$ cat src/design/cache_maint_map.vh
`ifndef CACHE_MAINT_MAP_VH
`define CACHE_MAINT_MAP_VH
// ************************************************************
// register offsets (byte addresses)
// ************************************************************
`define OFS_OP 12'h000
`define OFS_ADDR 12'h004
`define OFS_ATTR 12'h008
`define OFS_STATUS 12'h00C
`define OFS_RESULT 12'h010
`define OFS_SEG_DATA 12'h014
`define OFS_SNOOP 12'h018
// ************************************************************
// opcodes written to the op register
// ************************************************************
`define OP_TOUCH 4'h1
`define OP_TOUCH_ST 4'h2
`define OP_ICB_INV 4'h3
`define OP_LINE_SIZE 4'h4
`define OP_ZERO 4'h5
`define OP_STORE 4'h6
`define OP_FLUSH 4'h7
`define OP_SEG_WR 4'h8
`define OP_SEG_RD 4'h9
`define OP_TLB_INV 4'hA
// ************************************************************
// attribute register fields
// ************************************************************
`define ATTR_COHERENT 0
`define ATTR_INHIBIT 1
`define ATTR_WTHRU 2
`define ATTR_IO_SEG 3
`define ATTR_TLB_HIT 4
`define ATTR_BLK_HIT 5
`define ATTR_LOAD_OK 6
`define ATTR_STORE_OK 7
`define ATTR_CACHE_HIT 8
`define ATTR_MODIFIED 9
`define ATTR_SUPER 10
`define ATTR_DTRANS 11
`define ATTR_BUID_LSB 12
`define ATTR_BUID_W 9
// ************************************************************
// constants
// ************************************************************
`define IO_BUID_CACHEABLE 9'h07F
`define LINE_SIZE_BYTES 32'h00000040
`define SEL_ICACHE 5'h0C
`define SEL_DCACHE 5'h0D
`define SEL_MIN 5'h0E
`define SEL_MAX 5'h0F
`define RESET_WORD 32'h00000000
`endif

$ cat src/design/seg_reg_file.v
`include "cache_maint_map.vh"

module seg_reg_file #(
	parameter NUM = 16,
	parameter IW = 4,
	parameter DW = 32
) (
	input wire pclk, // core clock
	input wire presetn, // async reset, active low
	input wire wr_en, // write strobe
	input wire [IW-1:0] idx, // selected segment register
	input wire [DW-1:0] wdata, // write data
	output reg [DW-1:0] rdata // registered read data
);
	reg [DW-1:0] seg_ff [0:NUM-1];
	integer i;

	always @(posedge pclk or negedge presetn) begin
		if (!presetn) begin
			for (i = 0; i < NUM; i = i + 1) begin
				seg_ff[i] <= `RESET_WORD;
			end
			rdata <= `RESET_WORD;
		end else begin
			if (wr_en) begin
				seg_ff[idx] <= wdata;
			end
			rdata <= seg_ff[idx];
		end
	end
endmodule

$ cat src/design/cache_maint_ops.v
// Operation
// - instruction-cache block invalidate completes as a no-operation.
// - io segment ops proceed only when bus unit id field is 07F.
// - touch fetches only on translation hit with load permission.
// - touch to inhibited or io segment reads bus, cache untouched.
// - touch never updates referenced or changed bits.
// - touch fetches addressed 32-byte sector; second sector optional.
// - successful touch updates TLB and cache LRU state.
// - touch for store behaves exactly as plain touch.
// - line size query returns 64 for selectors 0C to 0F.
// - zero-block hit clears the whole 32-byte block.
// - zero-block miss on cacheable page allocates zeroed block, no read.
// - zero-block on inhibited or write-through page raises alignment fault.
// - zero-block with translation off may allocate unchecked addresses.
// - zero-block checked as store, block-store checked as load.
// - zero-block and block-store in io segment are no-operations.
// - coherent block-store writes back any modified copy anywhere.
// - coherent flush writes back and invalidates everywhere, even on miss.
// - non-coherent flush writes back and invalidates local block only.
// - indirect segment moves index by bits 0-3; supervisor only.
// - tlb invalidate removes local entry and broadcasts on bus.
// - tlb invalidate to io segment neither invalidates nor broadcasts.
// - snooped invalidate blocks new ops, drains, invalidates both ways.
// - after snooped invalidation, normal execution resumes.
//
// Decided for this implementation: the register offsets and the APB interface to the registers.
`include "cache_maint_map.vh"

module cache_maint_ops #(
	parameter AW = 32
) (
	input wire pclk, // core clock
	input wire presetn, // async reset, active low
	input wire psel, // apb select
	input wire penable, // apb enable
	input wire pwrite, // apb direction
	input wire [11:0] paddr, // apb address
	input wire [31:0] pwdata, // apb write data
	output reg [31:0] prdata, // apb read data
	output wire pready, // apb ready
	output wire pslverr, // apb error on unmapped address
	input wire snoop_tlb_inv, // pin: snooped tlb invalidate
	input wire mem_outstanding, // pin: memory ops still pending
	output reg bus_read_ff, // bus read request pulse
	output reg cache_fill_ff, // fill cache from bus read
	output reg lru_update_ff, // update tlb and cache lru
	output reg zero_block_ff, // clear/allocate block in cache
	output reg write_back_ff, // write back modified block
	output reg inv_local_ff, // invalidate local block
	output reg inv_global_ff, // invalidate copies in all caches
	output reg tlb_inv_local_ff, // invalidate local tlb entry
	output reg tlb_bcast_ff, // broadcast tlb invalidate on bus
	output reg tlb_inv_snoop_ff, // invalidate both indexed ways
	output reg stall_ff, // block new loads, stores, ops, r/c updates
	output reg [AW-1:0] op_addr_ff // address presented with actions
);
	// ************************************************************
	// state
	// ************************************************************
	localparam ST_IDLE = 2'b00;
	localparam ST_DRAIN = 2'b01;
	localparam ST_INVAL = 2'b10;

	reg [1:0] state_ff;
	reg [1:0] nxt_state;
	reg [3:0] op_ff;
	reg [AW-1:0] addr_ff;
	reg [31:0] attr_ff;
	reg [31:0] result_ff;
	reg [31:0] seg_wdata_ff;
	reg align_fault_ff;
	reg priv_fault_ff;
	reg done_ff;
	reg snoop_count_ff;
	reg [1:0] snoop_sync_ff;
	reg [1:0] out_sync_ff;
	reg issue;
	reg seg_wr;
	wire [31:0] seg_rdata;

	// ************************************************************
	// pin synchronisers
	// ************************************************************
	always @(posedge pclk or negedge presetn) begin
		if (!presetn) begin
			snoop_sync_ff <= 2'b00;
			out_sync_ff <= 2'b00;
		end else begin
			snoop_sync_ff <= {snoop_sync_ff[0], snoop_tlb_inv};
			out_sync_ff <= {out_sync_ff[0], mem_outstanding};
		end
	end

	wire snoop_lvl = snoop_sync_ff[1];
	wire busy_mem = out_sync_ff[1];
	reg snoop_prev_ff;
	wire snoop_rise = snoop_lvl & ~snoop_prev_ff;

	// ************************************************************
	// apb slave
	// ************************************************************
	wire acc = psel & penable;
	wire wr_acc = acc & pwrite;
	wire mapped = (paddr == `OFS_OP) | (paddr == `OFS_ADDR) | (paddr == `OFS_ATTR) |
		(paddr == `OFS_STATUS) | (paddr == `OFS_RESULT) | (paddr == `OFS_SEG_DATA) |
		(paddr == `OFS_SNOOP);
	// op writes wait while a snooped invalidate holds the pipeline off
	assign pready = ~(wr_acc & (paddr == `OFS_OP) & (state_ff != ST_IDLE));
	assign pslverr = acc & ~mapped;

	always @* begin
		issue = wr_acc & pready & (paddr == `OFS_OP);
	end

	// ************************************************************
	// attribute decode
	// ************************************************************
	wire a_coh = attr_ff[`ATTR_COHERENT];
	wire a_inh = attr_ff[`ATTR_INHIBIT];
	wire a_wt = attr_ff[`ATTR_WTHRU];
	wire a_io = attr_ff[`ATTR_IO_SEG];
	wire a_hit = attr_ff[`ATTR_TLB_HIT] | attr_ff[`ATTR_BLK_HIT];
	wire a_ld = attr_ff[`ATTR_LOAD_OK];
	wire a_st = attr_ff[`ATTR_STORE_OK];
	wire a_chit = attr_ff[`ATTR_CACHE_HIT];
	wire a_mod = attr_ff[`ATTR_MODIFIED];
	wire a_sup = attr_ff[`ATTR_SUPER];
	wire a_dt = attr_ff[`ATTR_DTRANS];
	wire [8:0] a_buid = attr_ff[`ATTR_BUID_LSB +: `ATTR_BUID_W];
	// io segment with the cacheable bus unit id lets touch and flush proceed
	wire io_pass = ~a_io | (a_buid == `IO_BUID_CACHEABLE);
	wire [3:0] op_w = pwdata[3:0];
	wire [4:0] sel_w = pwdata[8:4];
	wire [3:0] seg_idx = addr_ff[AW-1 -: 4];
	// with translation off, no check is made that the address exists
	wire st_ok = a_dt ? (a_hit & a_st) : 1'b1;
	wire ld_ok = a_dt ? (a_hit & a_ld) : 1'b1;

	always @* begin
		seg_wr = issue & (op_w == `OP_SEG_WR) & a_sup;
	end

	seg_reg_file #(
		.NUM(16),
		.IW(4),
		.DW(32)
	) u_seg (
		.pclk(pclk),
		.presetn(presetn),
		.wr_en(seg_wr),
		.idx(seg_idx),
		.wdata(seg_wdata_ff),
		.rdata(seg_rdata)
	);

	// ************************************************************
	// snoop sequencer
	// ************************************************************
	always @* begin
		nxt_state = state_ff;
		case (state_ff)
			ST_IDLE: begin
				if (snoop_rise) begin
					nxt_state = ST_DRAIN;
				end
			end
			ST_DRAIN: begin
				if (!busy_mem) begin
					nxt_state = ST_INVAL;
				end
			end
			ST_INVAL: begin
				nxt_state = ST_IDLE;
			end
			default: begin
				nxt_state = ST_IDLE;
			end
		endcase
	end

	always @(posedge pclk or negedge presetn) begin
		if (!presetn) begin
			state_ff <= ST_IDLE;
			snoop_prev_ff <= 1'b0;
			snoop_count_ff <= 1'b0;
			stall_ff <= 1'b0;
			tlb_inv_snoop_ff <= 1'b0;
		end else begin
			state_ff <= nxt_state;
			snoop_prev_ff <= snoop_lvl;
			stall_ff <= (nxt_state != ST_IDLE);
			tlb_inv_snoop_ff <= (state_ff == ST_DRAIN) & (nxt_state == ST_INVAL);
			if (state_ff == ST_INVAL) begin
				snoop_count_ff <= ~snoop_count_ff;
			end
		end
	end

	// ************************************************************
	// operation execution
	// ************************************************************
	always @(posedge pclk or negedge presetn) begin
		if (!presetn) begin
			op_ff <= 4'h0;
			addr_ff <= {AW{1'b0}};
			attr_ff <= `RESET_WORD;
			result_ff <= `RESET_WORD;
			seg_wdata_ff <= `RESET_WORD;
			align_fault_ff <= 1'b0;
			priv_fault_ff <= 1'b0;
			done_ff <= 1'b0;
			bus_read_ff <= 1'b0;
			cache_fill_ff <= 1'b0;
			lru_update_ff <= 1'b0;
			zero_block_ff <= 1'b0;
			write_back_ff <= 1'b0;
			inv_local_ff <= 1'b0;
			inv_global_ff <= 1'b0;
			tlb_inv_local_ff <= 1'b0;
			tlb_bcast_ff <= 1'b0;
			op_addr_ff <= {AW{1'b0}};
		end else begin
			bus_read_ff <= 1'b0;
			cache_fill_ff <= 1'b0;
			lru_update_ff <= 1'b0;
			zero_block_ff <= 1'b0;
			write_back_ff <= 1'b0;
			inv_local_ff <= 1'b0;
			inv_global_ff <= 1'b0;
			tlb_inv_local_ff <= 1'b0;
			tlb_bcast_ff <= 1'b0;
			if (wr_acc && paddr == `OFS_ADDR) begin
				addr_ff <= pwdata[AW-1:0];
			end
			if (wr_acc && paddr == `OFS_ATTR) begin
				attr_ff <= pwdata;
			end
			if (wr_acc && paddr == `OFS_SEG_DATA) begin
				seg_wdata_ff <= pwdata;
			end
			// write one to clear; a fault raised in the same cycle wins
			if (wr_acc && paddr == `OFS_STATUS) begin
				align_fault_ff <= align_fault_ff & ~pwdata[1];
				priv_fault_ff <= priv_fault_ff & ~pwdata[2];
			end
			if (issue) begin
				op_ff <= op_w;
				op_addr_ff <= addr_ff;
				done_ff <= 1'b1;
				case (op_w)
					`OP_TOUCH, `OP_TOUCH_ST: begin
						// no r/c update path exists here at all
						if (io_pass && a_hit && a_ld) begin
							bus_read_ff <= ~a_chit;
							cache_fill_ff <= ~a_chit & ~a_inh & ~a_io;
							lru_update_ff <= 1'b1;
						end
					end
					`OP_ICB_INV: begin
						done_ff <= 1'b1;
					end
					`OP_LINE_SIZE: begin
						if (sel_w == `SEL_ICACHE || sel_w == `SEL_DCACHE ||
							sel_w == `SEL_MIN || sel_w == `SEL_MAX) begin
							result_ff <= `LINE_SIZE_BYTES;
						end else begin
							result_ff <= `RESET_WORD;
						end
					end
					`OP_ZERO: begin
						if (!a_io && (a_inh || a_wt)) begin
							align_fault_ff <= 1'b1;
						end else if (!a_io && st_ok) begin
							zero_block_ff <= 1'b1;
							lru_update_ff <= 1'b1;
							inv_global_ff <= a_coh & ~a_chit;
						end
					end
					`OP_STORE: begin
						if (!a_io && ld_ok && a_coh) begin
							write_back_ff <= 1'b1;
						end
					end
					`OP_FLUSH: begin
						if (io_pass) begin
							if (a_coh) begin
								write_back_ff <= a_mod | ~a_chit;
								inv_local_ff <= a_chit;
								inv_global_ff <= 1'b1;
							end else if (a_chit) begin
								write_back_ff <= a_mod;
								inv_local_ff <= 1'b1;
							end
						end
					end
					`OP_SEG_WR, `OP_SEG_RD: begin
						priv_fault_ff <= ~a_sup | priv_fault_ff;
					end
					`OP_TLB_INV: begin
						// software keeps one invalidate in flight at a time
						if (!a_io) begin
							tlb_inv_local_ff <= 1'b1;
							tlb_bcast_ff <= 1'b1;
						end
					end
					default: begin
						done_ff <= 1'b1;
					end
				endcase
			end
		end
	end

	// ************************************************************
	// read mux
	// ************************************************************
	always @* begin
		case (paddr)
			`OFS_OP: prdata = {28'h0000000, op_ff};
			`OFS_ADDR: prdata = addr_ff;
			`OFS_ATTR: prdata = attr_ff;
			`OFS_STATUS: prdata = {27'h0000000, snoop_count_ff, stall_ff,
				priv_fault_ff, align_fault_ff, done_ff};
			`OFS_RESULT: prdata = result_ff;
			`OFS_SEG_DATA: prdata = seg_rdata;
			`OFS_SNOOP: prdata = {30'h00000000, state_ff};
			default: prdata = `RESET_WORD;
		endcase
	end
endmodule

$ cat config.mk
export PLATFORM = sky130hd
export DESIGN_NAME = cache_maint_ops
export DESIGN_NICKNAME = d
export VERILOG_FILES = /design/src/design/seg_reg_file.v /design/src/design/cache_maint_ops.v
export VERILOG_INCLUDE_DIRS = /design/src /design/src/design
export SDC_FILE = /design/constraint.sdc
export NUM_CORES = 1
export LEC_CHECK = 0
export BUFFER_PORTS_ARGS = -buffer_cell sky130_fd_sc_hd__buf_2
export CORE_ASPECT_RATIO = 0.75
export CORE_MARGIN = 2
export CORE_UTILIZATION = 50
export CTS_BUF_LIST = sky130_fd_sc_hd__clkbuf_16
export DETAILED_ROUTE_END_ITERATION = 8
export PLACE_DENSITY = 0.78
export SYNTH_ARGS = -nofsm -noshare
export SYNTH_HDL_FRONTEND = slang
export SYNTH_SLANG_ARGS = --single-unit
$ cat constraint.sdc
create_clock -name pclk -period 3.05 [get_ports pclk]
set_input_delay 0.305 -clock pclk [delete_from_list [all_inputs] [get_ports pclk]]
set_output_delay 0.305 -clock pclk [all_outputs]
set_load 0.02 [all_outputs]
Yosys cells after proc, flatten, opt, wreduce, memory -nomap -nowiden:

Index checks and enable logic that the tools add are counted.

* reduce and logical (&&, ||, !) cells: 23
* mux-type cells: 53
* bitwise operators: 39
* order comparisons: 2
* equal/unequal tests: 23

Operators by type and width (count)
* $bwmux 512: 1
* $pmux 32 s7: 1
* $bmux 32 s4: 1
* $demux 32 s4: 1
* $mux 32: 3
* $mux 1: 39
* $eq 12x5->1 const B: 3
* $eq 12x4->1 const B: 2
* $eq 5x4->1 const B: 4
* $and 1x1->1: 18
* $eq 4x3->1 const B: 4
* $eq 12x3->1 const B: 1
* $eq 4x4->1 const B: 3
* $logic_not 12->1: 1
* $logic_and 1x1->1: 11
* $not 1->1: 10
* $or 1x1->1: 10
* $eq 9x7->1 const B: 1
* $mux 7: 1
* $pmux 1 s2: 3
* $ge 5x5->1 const B: 1
* $lt 5x1->1 const B: 1
* $not 4->5: 1
* $eq 2x2->1 const B: 2
* 11 further kinds: 17

* output and inout port bits: 77
* bits in registers: 729
* word-level logic and storage cells: 181

Depth between registers and ports, before layout:

Gate-level depths: netlist (run 1).

* depth in word-level cells: 9
* depth in mapped cells: 7

By module:

Synthesis (run 1) repeated with hierarchy kept, for this count alone.

* cell total of the unflattened synthesis: 1929
* area total of the unflattened synthesis: 30563.1 µm²

By module, submodules not included
* seg_reg_file: instances 1, cells each 1439, seq. area each 13613.1 µm², area each 23811.6 µm²
* cache_maint_ops: instances 1, cells each 490, seq. area each 3853.7 µm², area each 6751.5 µm²

Worst setup path before layout (run 1):

OpenSTA, ideal clock, no wires.

* kind: in2out
* from: input paddr[9]
* to: output prdata[10]
* stages on the path: 6
* buffers on the path: 2
* arrival time: 2.177 ns
* setup slack: 0.568 ns
* required time: 2.745 ns
* path through: or4_1 or4_1 clkbuf_1 nor2_1 buf_2 a32o_1

* cells in the longest elaborated chain, start to end: 2

Ends and longest elaborated chain
* from (decl): RTL line cache_maint_ops.v:37 `input wire [11:0] paddr,`
* $eq 12x5->1 (tied with other cells): RTL line cache_maint_ops.v:318 `case (paddr)`
* $pmux 32 s7 (*): RTL line cache_maint_ops.v:318
* to (decl): RTL line cache_maint_ops.v:39 `output reg [31:0] prdata,`

Every way passes the cells marked *; elsewhere a longest branch is shown, timed or not.

Worst setup path after layout (run 1):

* from: input paddr[9]
* to: output prdata[22]

The elaborated chain is that of the path after synthesis.

==> results.yml, run 1 <==
run_status:
  status: "finished, final reports clean"
pwr:
  totalPowerFinal_mw: 17.75
  ir_worst_vdd_mv: 0.4014
  powerDensity_mw_per_mm2: 508.1
  p_leak_nw: 16.96
setup_path:
  cp_max_fo: 13
  endpoint_kind: "output port"
  critPathKind: "in2out"
  startpoint_type: "primary input"
  required_ns: 2.74
  ff2ff_path_depth: 6
  critPathArrivalTime_ns: 2.34
yosys:
  yosysMostFrequentCell: "dfrtp_1"
  syn_inst: 1920
  synth_fp_nets: 1971
  ys.flop_type: "dfrtp_1"
  synth_cell_types: 51
  synth_common_cells: "698 x dfrtp_1, 615 x mux2_2, 132 x mux4_2"
  ys_seq_area_share_pct: 56.84
  syn_area_sq_mm: 0.03073
  avgSynthCellArea_sq_um: 16.01
  yosysTopAreaCellShare_pct: 56.84
  ys_ff_latch: 698
  yosysTopAreaCell: "dfrtp_1"
  yosys_warnings: 0
  synthTopCellsByArea: "dfrtp_1 57%, mux2_2 23%, mux4_2 9.7%"
  synth_edf_count: 0
  synthArstFlopShare_pct: 100.0
cells_and_area:
  multi_input_area_sq_mm: 0.01250
  seq_area_sq_mm: 0.01747
  final_cells: 2908
  area_delta_synth_final_pct: 13.68
  drive_gt1_share_pct: 51.19
  final_area_sq_mm: 0.03494
  nets: 2111
  diodes: 0
  fillerInstances: 4448
route:
  final_antenna_net_count: 0
  dr.max_layer_used: "met5"
  drt_iter0_drc: 1534
  route.met2.wl_microns: 36400
  wire_per_inst_microns: 26.73
  drt_drc_violations_left: 0
  vias: 18012
  vias_per_cell: 6.194
  met1_length_microns: 33270
  wl_microns: 77730
  wl_met3_microns: 6261
  drtPass1Iterations: 5
floorplan:
  dieArea_sq_mm: 0.06348
  rows: 78
  boundaryPins: 128
  core_area_sq_mm: 0.06061
  die_y_microns: 218.7
  die_w_microns: 290.3
  initial_core_util_pct: 50.71
timing:
  skew_ns: 0.01367
  worstMarginPinSlew_ns: 0.7190
  hold-worst-slack_ns: 0.04201
  tns_ns: 0
  final-hold-violation-count: 0
  fmax_mhz: 378.3
  maxSlewHeadroom_pct: 51.70
  slew_violations: 0
  setup_viol_count_final: 0
  rsz0062_at_grt: "false"
  period_share_pct: 86.67
  min_period_ns: 2.644
clock_tree:
  cts_resized: 0
  cts_setup_buffers: 0
  clk_pin_slew_worst_paths_ns: 0.06
  clk_latency_ns: 0.60
  cts_buffer_depth: 3
  numCtsBuffers: 70
  h-tree-depth: 3
  cts.sinks: 698
  root_buffer: "clkbuf_16"
  cts_tree: "done"
global_route:
  grt_pass1_wl_microns: 121000
  antenna_found_initial: 2
  grt_max_degree: 92
  grt_pass1_vias: 19353
  grt_use_total_pct: 25.16
  overflow: 0
place:
  place_area_sq_mm: 0.03267
  dp_cells: 2771
  io_buffers: 127
  hpwlAfterDp_microns: 47680
  routabilityCongestion: 0.8361
hold_path:
  hp-class: "in2reg"
  hold_depth: 2
run:
  drv_cap: 0
[sequential cells by signal, summed over array words and instances, names as in the netlist, 2 cells and up]
signal,count
u_seg.seg_ff,512
addr_ff,32
attr_ff,32
op_addr_ff,32
seg_wdata_ff,32
u_seg.rdata,32
op_ff,4
out_sync_ff,2
snoop_sync_ff,2
state_ff,2
[report_power, final]
part	internal (mW)	switching (mW)	leakage, nW
Combinational	0.106	0.306	6.13
Clock	4.55	3.49	1.09
Sequential	9.28	0.0195	9.74
[critical path, cell delays in order]
cell,delay [ns]
buf_2,0.11
or4_1,0.57
or4_1,0.51
nor2_1,0.28
buf_12,0.20
a32o_1,0.16
buf_2,0.17
[logic make-up after synthesis]
kind of cell / share of synthesized area, %
xor+xnor: 0.05701
mux: 33.93
compound gates: 3.196
buf+inv: 2.797
flops: 56.84
simple gates: 3.188
[repair_timing]
item                       CTS  global route
setup endpoints to repair    0             0
hold endpoints to repair   100             0
hold buffers                17             0
[path summary, 6_finish.rpt]
kind                            slack [ns]                            end                      from
worst max-delay path                  0.41                     prdata[22]                  paddr[9]
worst min-delay path                  0.04        attr_ff[31]$_DFFE_PN0P_                pwdata[31]
max in group asynchronous             1.80  u_seg.seg_ff[424]$_DFFE_PN0P_                   presetn
worst max register to register        0.46   u_seg.seg_ff[55]$_DFFE_PN0P_     state_ff[1]$_DFF_PN0_
worst min register to register        0.35       out_sync_ff[1]$_DFF_PN0_  out_sync_ff[0]$_DFF_PN0_
min in group asynchronous             0.32     op_addr_ff[23]$_DFFE_PN0P_                   presetn
[cell usage in the layout (no fill, tap or decap), drive strengths merged, types with 2 or more instances in the layout]
cell type      n
o2bb2ai       12
or2            4
a22oi         77
inv           18
dlygate4sd3   17
mux4         132
nand4          4
nand3          6
and2           2
nor4          18
nand3b         2
and4           2
nor3b          5
nor4b          2
nor3           7
a21oi          5
nand2         44
a22o           2
or3            2
mux2         661
a221o          2
xnor2          2
clkinv        26
bufinv         3
a32o          15
buf          212
dfrtp        698
nand2b         8
nor2          16
clkbuf        73
or4            6
nor2b          6
o21ai          6
[through the flow]
| stage | utilization, % | setup WS (ns) |
|---|---|---|
| 2_1_floorplan | - | 0.5684 |
| 3_3_place_gp | 53.90 | 0.4118 |
| 3_5_place_dp | 53.90 | 0.3988 |
| 4_1_cts | 57.64 | 0.4201 |
| 5_1_grt | 57.64 | 0.3253 |
| 6_report | 57.64 | 0.4065 |
[metal layers]
metal  vias to the layer above  GRT usage (%)
met4                         2          6.875
li1                       7485              -
met3                       136          6.793
met2                       679          39.46
met1                      9710          34.89
met5                         -              0
[layout make-up]
type                            count  area share [%]
Clock inverter                     47          0.7807
Multi-Input combinational cell   1060           35.79
Sequential cell                   698           50.02
Tap cell                          800           2.865
Clock buffer                       73           5.229
Timing Repair Buffer              229           5.308
Inverter                            1         0.01074
(Power assumes the default switching activity.)
==> inputs of run 2 (changes only) <==
--- a/config.mk
+++ b/config.mk
@@ -12,6 +12,7 @@
 export CORE_UTILIZATION = 50
 export CTS_BUF_LIST = sky130_fd_sc_hd__clkbuf_16
 export DETAILED_ROUTE_END_ITERATION = 8
+export MAX_ROUTING_LAYER = met4
 export PLACE_DENSITY = 0.78
 export SYNTH_ARGS = -nofsm -noshare
 export SYNTH_HDL_FRONTEND = slang
==> results.yml, run 2 (synthesis gave the netlist of run 1 again) <==
cells_and_area:
  utilization_pct: 57.65
  drive_gt1_share_pct: 51.19
  layout_commonest_cell: "dfrtp_1"
  fillerInstances: 4449
  max_flop_register: "u_seg.seg_ff"
  final_area_sq_mm: 0.03494
  nets: 2111
  largest_reg_flops: 512
  area_delta_synth_final_pct: 13.69
  layout.cells.most_common_list: "696 x dfrtp_1, 615 x mux2_2, 132 x mux4_2"
  final_cells: 2909
clock_tree:
  cts_buffer_depth: 3
  h-tree-depth: 3
  root_buffer: "clkbuf_16"
  numCtsBuffers: 70
  cts.sinks: 698
  clk_pin_slew_worst_paths_ns: 0.06
  cts_setup_buffers: 0
  clk_latency_ns: 0.60
  cts_tree: "done"
floorplan:
  rows: 78
  core_area_sq_mm: 0.06061
  initial_core_util_pct: 50.71
  die_y_microns: 218.7
  dieArea_sq_mm: 0.06348
  boundaryPins: 128
  die_w_microns: 290.3
place:
  hpwlAfterDp_microns: 47680
  place_area_sq_mm: 0.03267
  dp_cells: 2771
  routabilityCongestion: 0.8489
  pre_cts_ws_ns: 0.3988
  io_buffers: 127
timing:
  worstMarginPinSlew_ns: 0.7091
  fmax_mhz: 379.5
  setup_ws_ns: 0.4147
  setup_viol_count_final: 0
  maxSlewHeadroom_pct: 52.36
  skew_ns: 0.01517
  rsz0062_at_grt: "false"
  tns_ns: 0
  final-hold-violation-count: 0
  slew_violations: 0
  min_period_ns: 2.635
  hold-worst-slack_ns: 0.03753
  period_share_pct: 86.40
global_route:
  grt_pass1_vias: 19348
  grt_pass1_wl_microns: 121000
  grt_use_total_pct: 25.94
  overflow: 0
  grt_max_degree: 92
  antenna_found_initial: 2
run_status:
  status: "finished, final reports clean"
pwr:
  p_leak_nw: 16.96
  ir_worst_vdd_mv: 0.4014
  clock_power_share_pct: 45.3
  swShare_pct: 21.47
  p_int_mw: 13.93
  p_seq_share_pct: 52.4
  comb_power_share_pct: 2.3
  switching_power_mw: 3.808
  powerDensity_mw_per_mm2: 507.8
  totalPowerFinal_mw: 17.74
route:
  drtPass1Iterations: 7
  wire_per_inst_microns: 26.69
  drt_iter0_drc: 1483
  vias: 17975
  vias_per_cell: 6.179
  drt_drc_violations_left: 0
  wl_microns: 77640
  final_antenna_net_count: 0
setup_path:
  startpoint_type: "primary input"
  critPathArrivalTime_ns: 2.33
  cp_max_fo: 13
  critPathKind: "in2out"
  required_ns: 2.74
  endpoint_kind: "output port"
run:
  drv_cap: 0
hold_path:
  hp-class: "in2reg"
## run 2: final timing paths
path / from / to / slack, ns / depth (start not counted)
worst max-delay path: paddr[9] / prdata[22] / 0.41 / 7
worst min-delay path: pwdata[8] / addr_ff[8]$_DFFE_PN0P_ / 0.04 / 2
worst max register to register: state_ff[1]$_DFF_PN0_ / u_seg.seg_ff[55]$_DFFE_PN0P_ / 0.47 / 6
worst min register to register: out_sync_ff[0]$_DFF_PN0_ / out_sync_ff[1]$_DFF_PN0_ / 0.35 / 0
max in group asynchronous: presetn / u_seg.seg_ff[424]$_DFFE_PN0P_ / 1.79 / 3
min in group asynchronous: presetn / op_addr_ff[23]$_DFFE_PN0P_ / 0.32 / 2
## run 2: worst max-delay path: stages
cell    delay, ns
buf_2        0.11
or4_1        0.57
or4_1        0.51
nor2_1       0.27
buf_12       0.20
a32o_1       0.16
buf_2        0.17
## run 2: cell type report
cell class,instances,area [sq um],area share [%]
clock buffers,73,1827,5.228
inverters,1,3.754,0.01074
multi-input cells,1060,12500,35.79
clock inverters,47,272.8,0.7807
diodes,1,2.502,0.007162
repair buffers,229,1854,5.307
well taps,800,1001,2.865
flip-flops and latches,698,17470,50.01
## run 2: power groups by stage
stage | clock [mW] | sequential [mW] | combinational, mW
finish | 8.03 | 9.30 | 0.413
global route | 8.59 | 9.29 | 0.463
CTS | 8.18 | 9.30 | 0.422
detailed placement | 0 | 9.47 | 0.401
global placement | 0 | 9.47 | 0.390
floorplan | 0 | 9.46 | 0.0791
## run 2: routing by layer
layer / GRT usage (%) / part of all wire, % / vias up
met5: - / 0 / -
met3: 6.926 / 7.8 / 132
li1: - / - / 7489
met4: 6.823 / 2.3 / 0
met2: 39.50 / 47 / 666
met1: 34.79 / 43 / 9688
## run 2: what timing repair did
item                                   4_1_cts  5_1_grt
gates resized for setup                      0        0
hold buffers                                17        0
endpoints found under the hold margin      100        0
==> inputs of run 3 (changes only) <==
==> constraint.sdc (replaced) <==
create_clock -name pclk -period 3.2 [get_ports pclk]
set_input_delay 0 -clock pclk [delete_from_list [all_inputs] [get_ports pclk]]
set_output_delay 0 -clock pclk [all_outputs]
set_load 0.02 [all_outputs]
==> results.yml, run 3 (synthesis gave the netlist of run 1 again) <==
timing:
  skew_ns: 0.01497
  tns_ns: 0
  rsz0062_at_grt: "false"
  period_share_pct: 90.01
  setup_viol_count_final: 0
  setup_ws_ns: 0.3197
  min_period_ns: 2.880
  slew_violations: 0
  maxSlewHeadroom_pct: 40.87
  worstMarginPinSlew_ns: 0.8869
  fmax_mhz: 347.2
  final-hold-violation-count: 0
global_route:
  overflow: 0
  grt_use_total_pct: 25.13
  grt_pass1_vias: 19070
  grt_max_degree: 99
  grt_pass1_wl_microns: 117800
  antenna_found_initial: 2
place:
  dp_cells: 2748
  io_buffers: 127
  hpwlAfterDp_microns: 46630
  pre_cts_ws_ns: 0.4955
  routabilityCongestion: 0.8107
floorplan:
  dieArea_sq_mm: 0.06348
  die_y_microns: 218.7
  initial_core_util_pct: 50.71
  boundaryPins: 128
  core_area_sq_mm: 0.06061
  die_w_microns: 290.3
  rows: 78
cells_and_area:
  final_cells: 2909
  utilization_pct: 57.82
  area_delta_synth_final_pct: 14.03
  drive_gt1_share_pct: 50.52
  largest_reg_flops: 512
  fillerInstances: 4497
  nets: 2110
  max_flop_register: "u_seg.seg_ff"
  layout_commonest_cell: "dfrtp_1"
  layout.cells.most_common_list: "696 x dfrtp_1, 615 x mux2_2, 132 x mux4_2"
clock_tree:
  root_buffer: "clkbuf_16"
  cts.sinks: 698
  cts_buffer_depth: 3
  numCtsBuffers: 70
  cts_tree: "done"
  clk_latency_ns: 0.60
  cts_setup_buffers: 0
  h-tree-depth: 3
  cts_resized: 0
  clk_pin_slew_worst_paths_ns: 0.06
route:
  wl_microns: 75400
  final_antenna_net_count: 0
  vias_per_cell: 6.182
  vias: 17983
  wire_per_inst_microns: 25.92
  drt_iter0_drc: 1420
  drtPass1Iterations: 6
  drt_drc_violations_left: 0
setup_path:
  cp_slowest_cell: "nor4_4"
  crit_path_frequent_cell: "nor4_4"
  cp_max_fo: 17
  critPathKind: "reg2reg"
  required_ns: 3.67
  startpoint_type: "flip-flop"
  endpoint_kind: "flip-flop"
  max_stage_delay_ns: 0.53
  path_cells: "nor4_4 > nand3_4 > nor4_4 > buf_4 > mux2_2"
  critPathArrivalTime_ns: 3.35
pwr:
  p_leak_nw: 16.97
  powerDensity_mw_per_mm2: 493.4
  ir_worst_vdd_mv: 0.2799
  totalPowerFinal_mw: 17.29
run_status:
  status: "finished, final reports clean"
run:
  drv_cap: 0
hold_path:
  hp-class: "in2reg"
-- run 3: cell count changes in the layout (fill, tap and decap cells not counted), moves of 3 or more --
cell	delta
dlygate4sd3_1	+22
buf_12	-5
bufinv_16	+4
clkinv_2	+3
clkinv_1	-6
buf_4	-18
-- run 3: area by class of cell --
type	instances	area [sq um]	share of cell area, %
well taps	800	1001	2.856
clock buffers	73	1827	5.213
diodes	1	2.502	0.007141
multi-input cells	1060	12500	35.68
flip-flops and latches	698	17470	49.86
inverters	1	3.754	0.01071
repair buffers	228	1839	5.248
clock inverters	48	394.1	1.125
-- run 3: metrics by stage --
stage | area (sq um) | hold WS, ns
5_1_grt | 35040 | 0.05164
4_1_cts | 35040 | 0.01908
3_5_place_dp | 32430 | 0.1134
3_3_place_gp | 32430 | 0.1156
2_1_floorplan | 30730 | -0.2956
6_report | 35040 | 0.04539
-- run 3: worst paths after layout --
check                      cells past startpoint                       start                       endpoint  slack, ns
setup / recovery                               5       state_ff[1]$_DFF_PN0_  u_seg.seg_ff[172]$_DFFE_PN0P_       0.32
hold / removal                                 5                   paddr[10]       result_ff[6]$_DFFE_PN0P_       0.05
setup reg to reg                               5       state_ff[1]$_DFF_PN0_  u_seg.seg_ff[172]$_DFFE_PN0P_       0.32
hold reg to reg                                0  snoop_sync_ff[0]$_DFF_PN0_     snoop_sync_ff[1]$_DFF_PN0_       0.36
max in group asynchronous                      3                     presetn  u_seg.seg_ff[313]$_DFFE_PN0P_       2.09
min in group asynchronous                      2                     presetn  u_seg.seg_ff[217]$_DFFE_PN0P_       0.09
-- run 3: layer usage --
layer  track usage [%]  vias up  share of wire, %
met5                 -        -                 0
met2             36.77      575                45
met4             5.608        0               1.9
met1             35.65     9816                45
li1                  -     7488                 -
met3             6.336      104               7.4
-- run 3: report_power, final --
part           leakage (nW)  switching, mW  total [mW]  internal [mW]
clock                  1.14           3.34        8.02           4.68
sequential             9.74         0.0215        8.86           8.84
combinational          6.09          0.294       0.408          0.114
-- run 3: what timing repair did --
item | 4_1_cts | 5_1_grt
hold endpoints to repair | 197 | 0
endpoints found under the setup margin | 0 | 0
hold buffers | 39 | 0
-- run 3: worst max-delay path: cells and delay by family (launching register included) --
family	cells	cell delay, ns
AND/OR/NAND/NOR	3	1.44
flip-flops	1	0.51
multiplexers	1	0.38
buffers and inverters	1	0.37
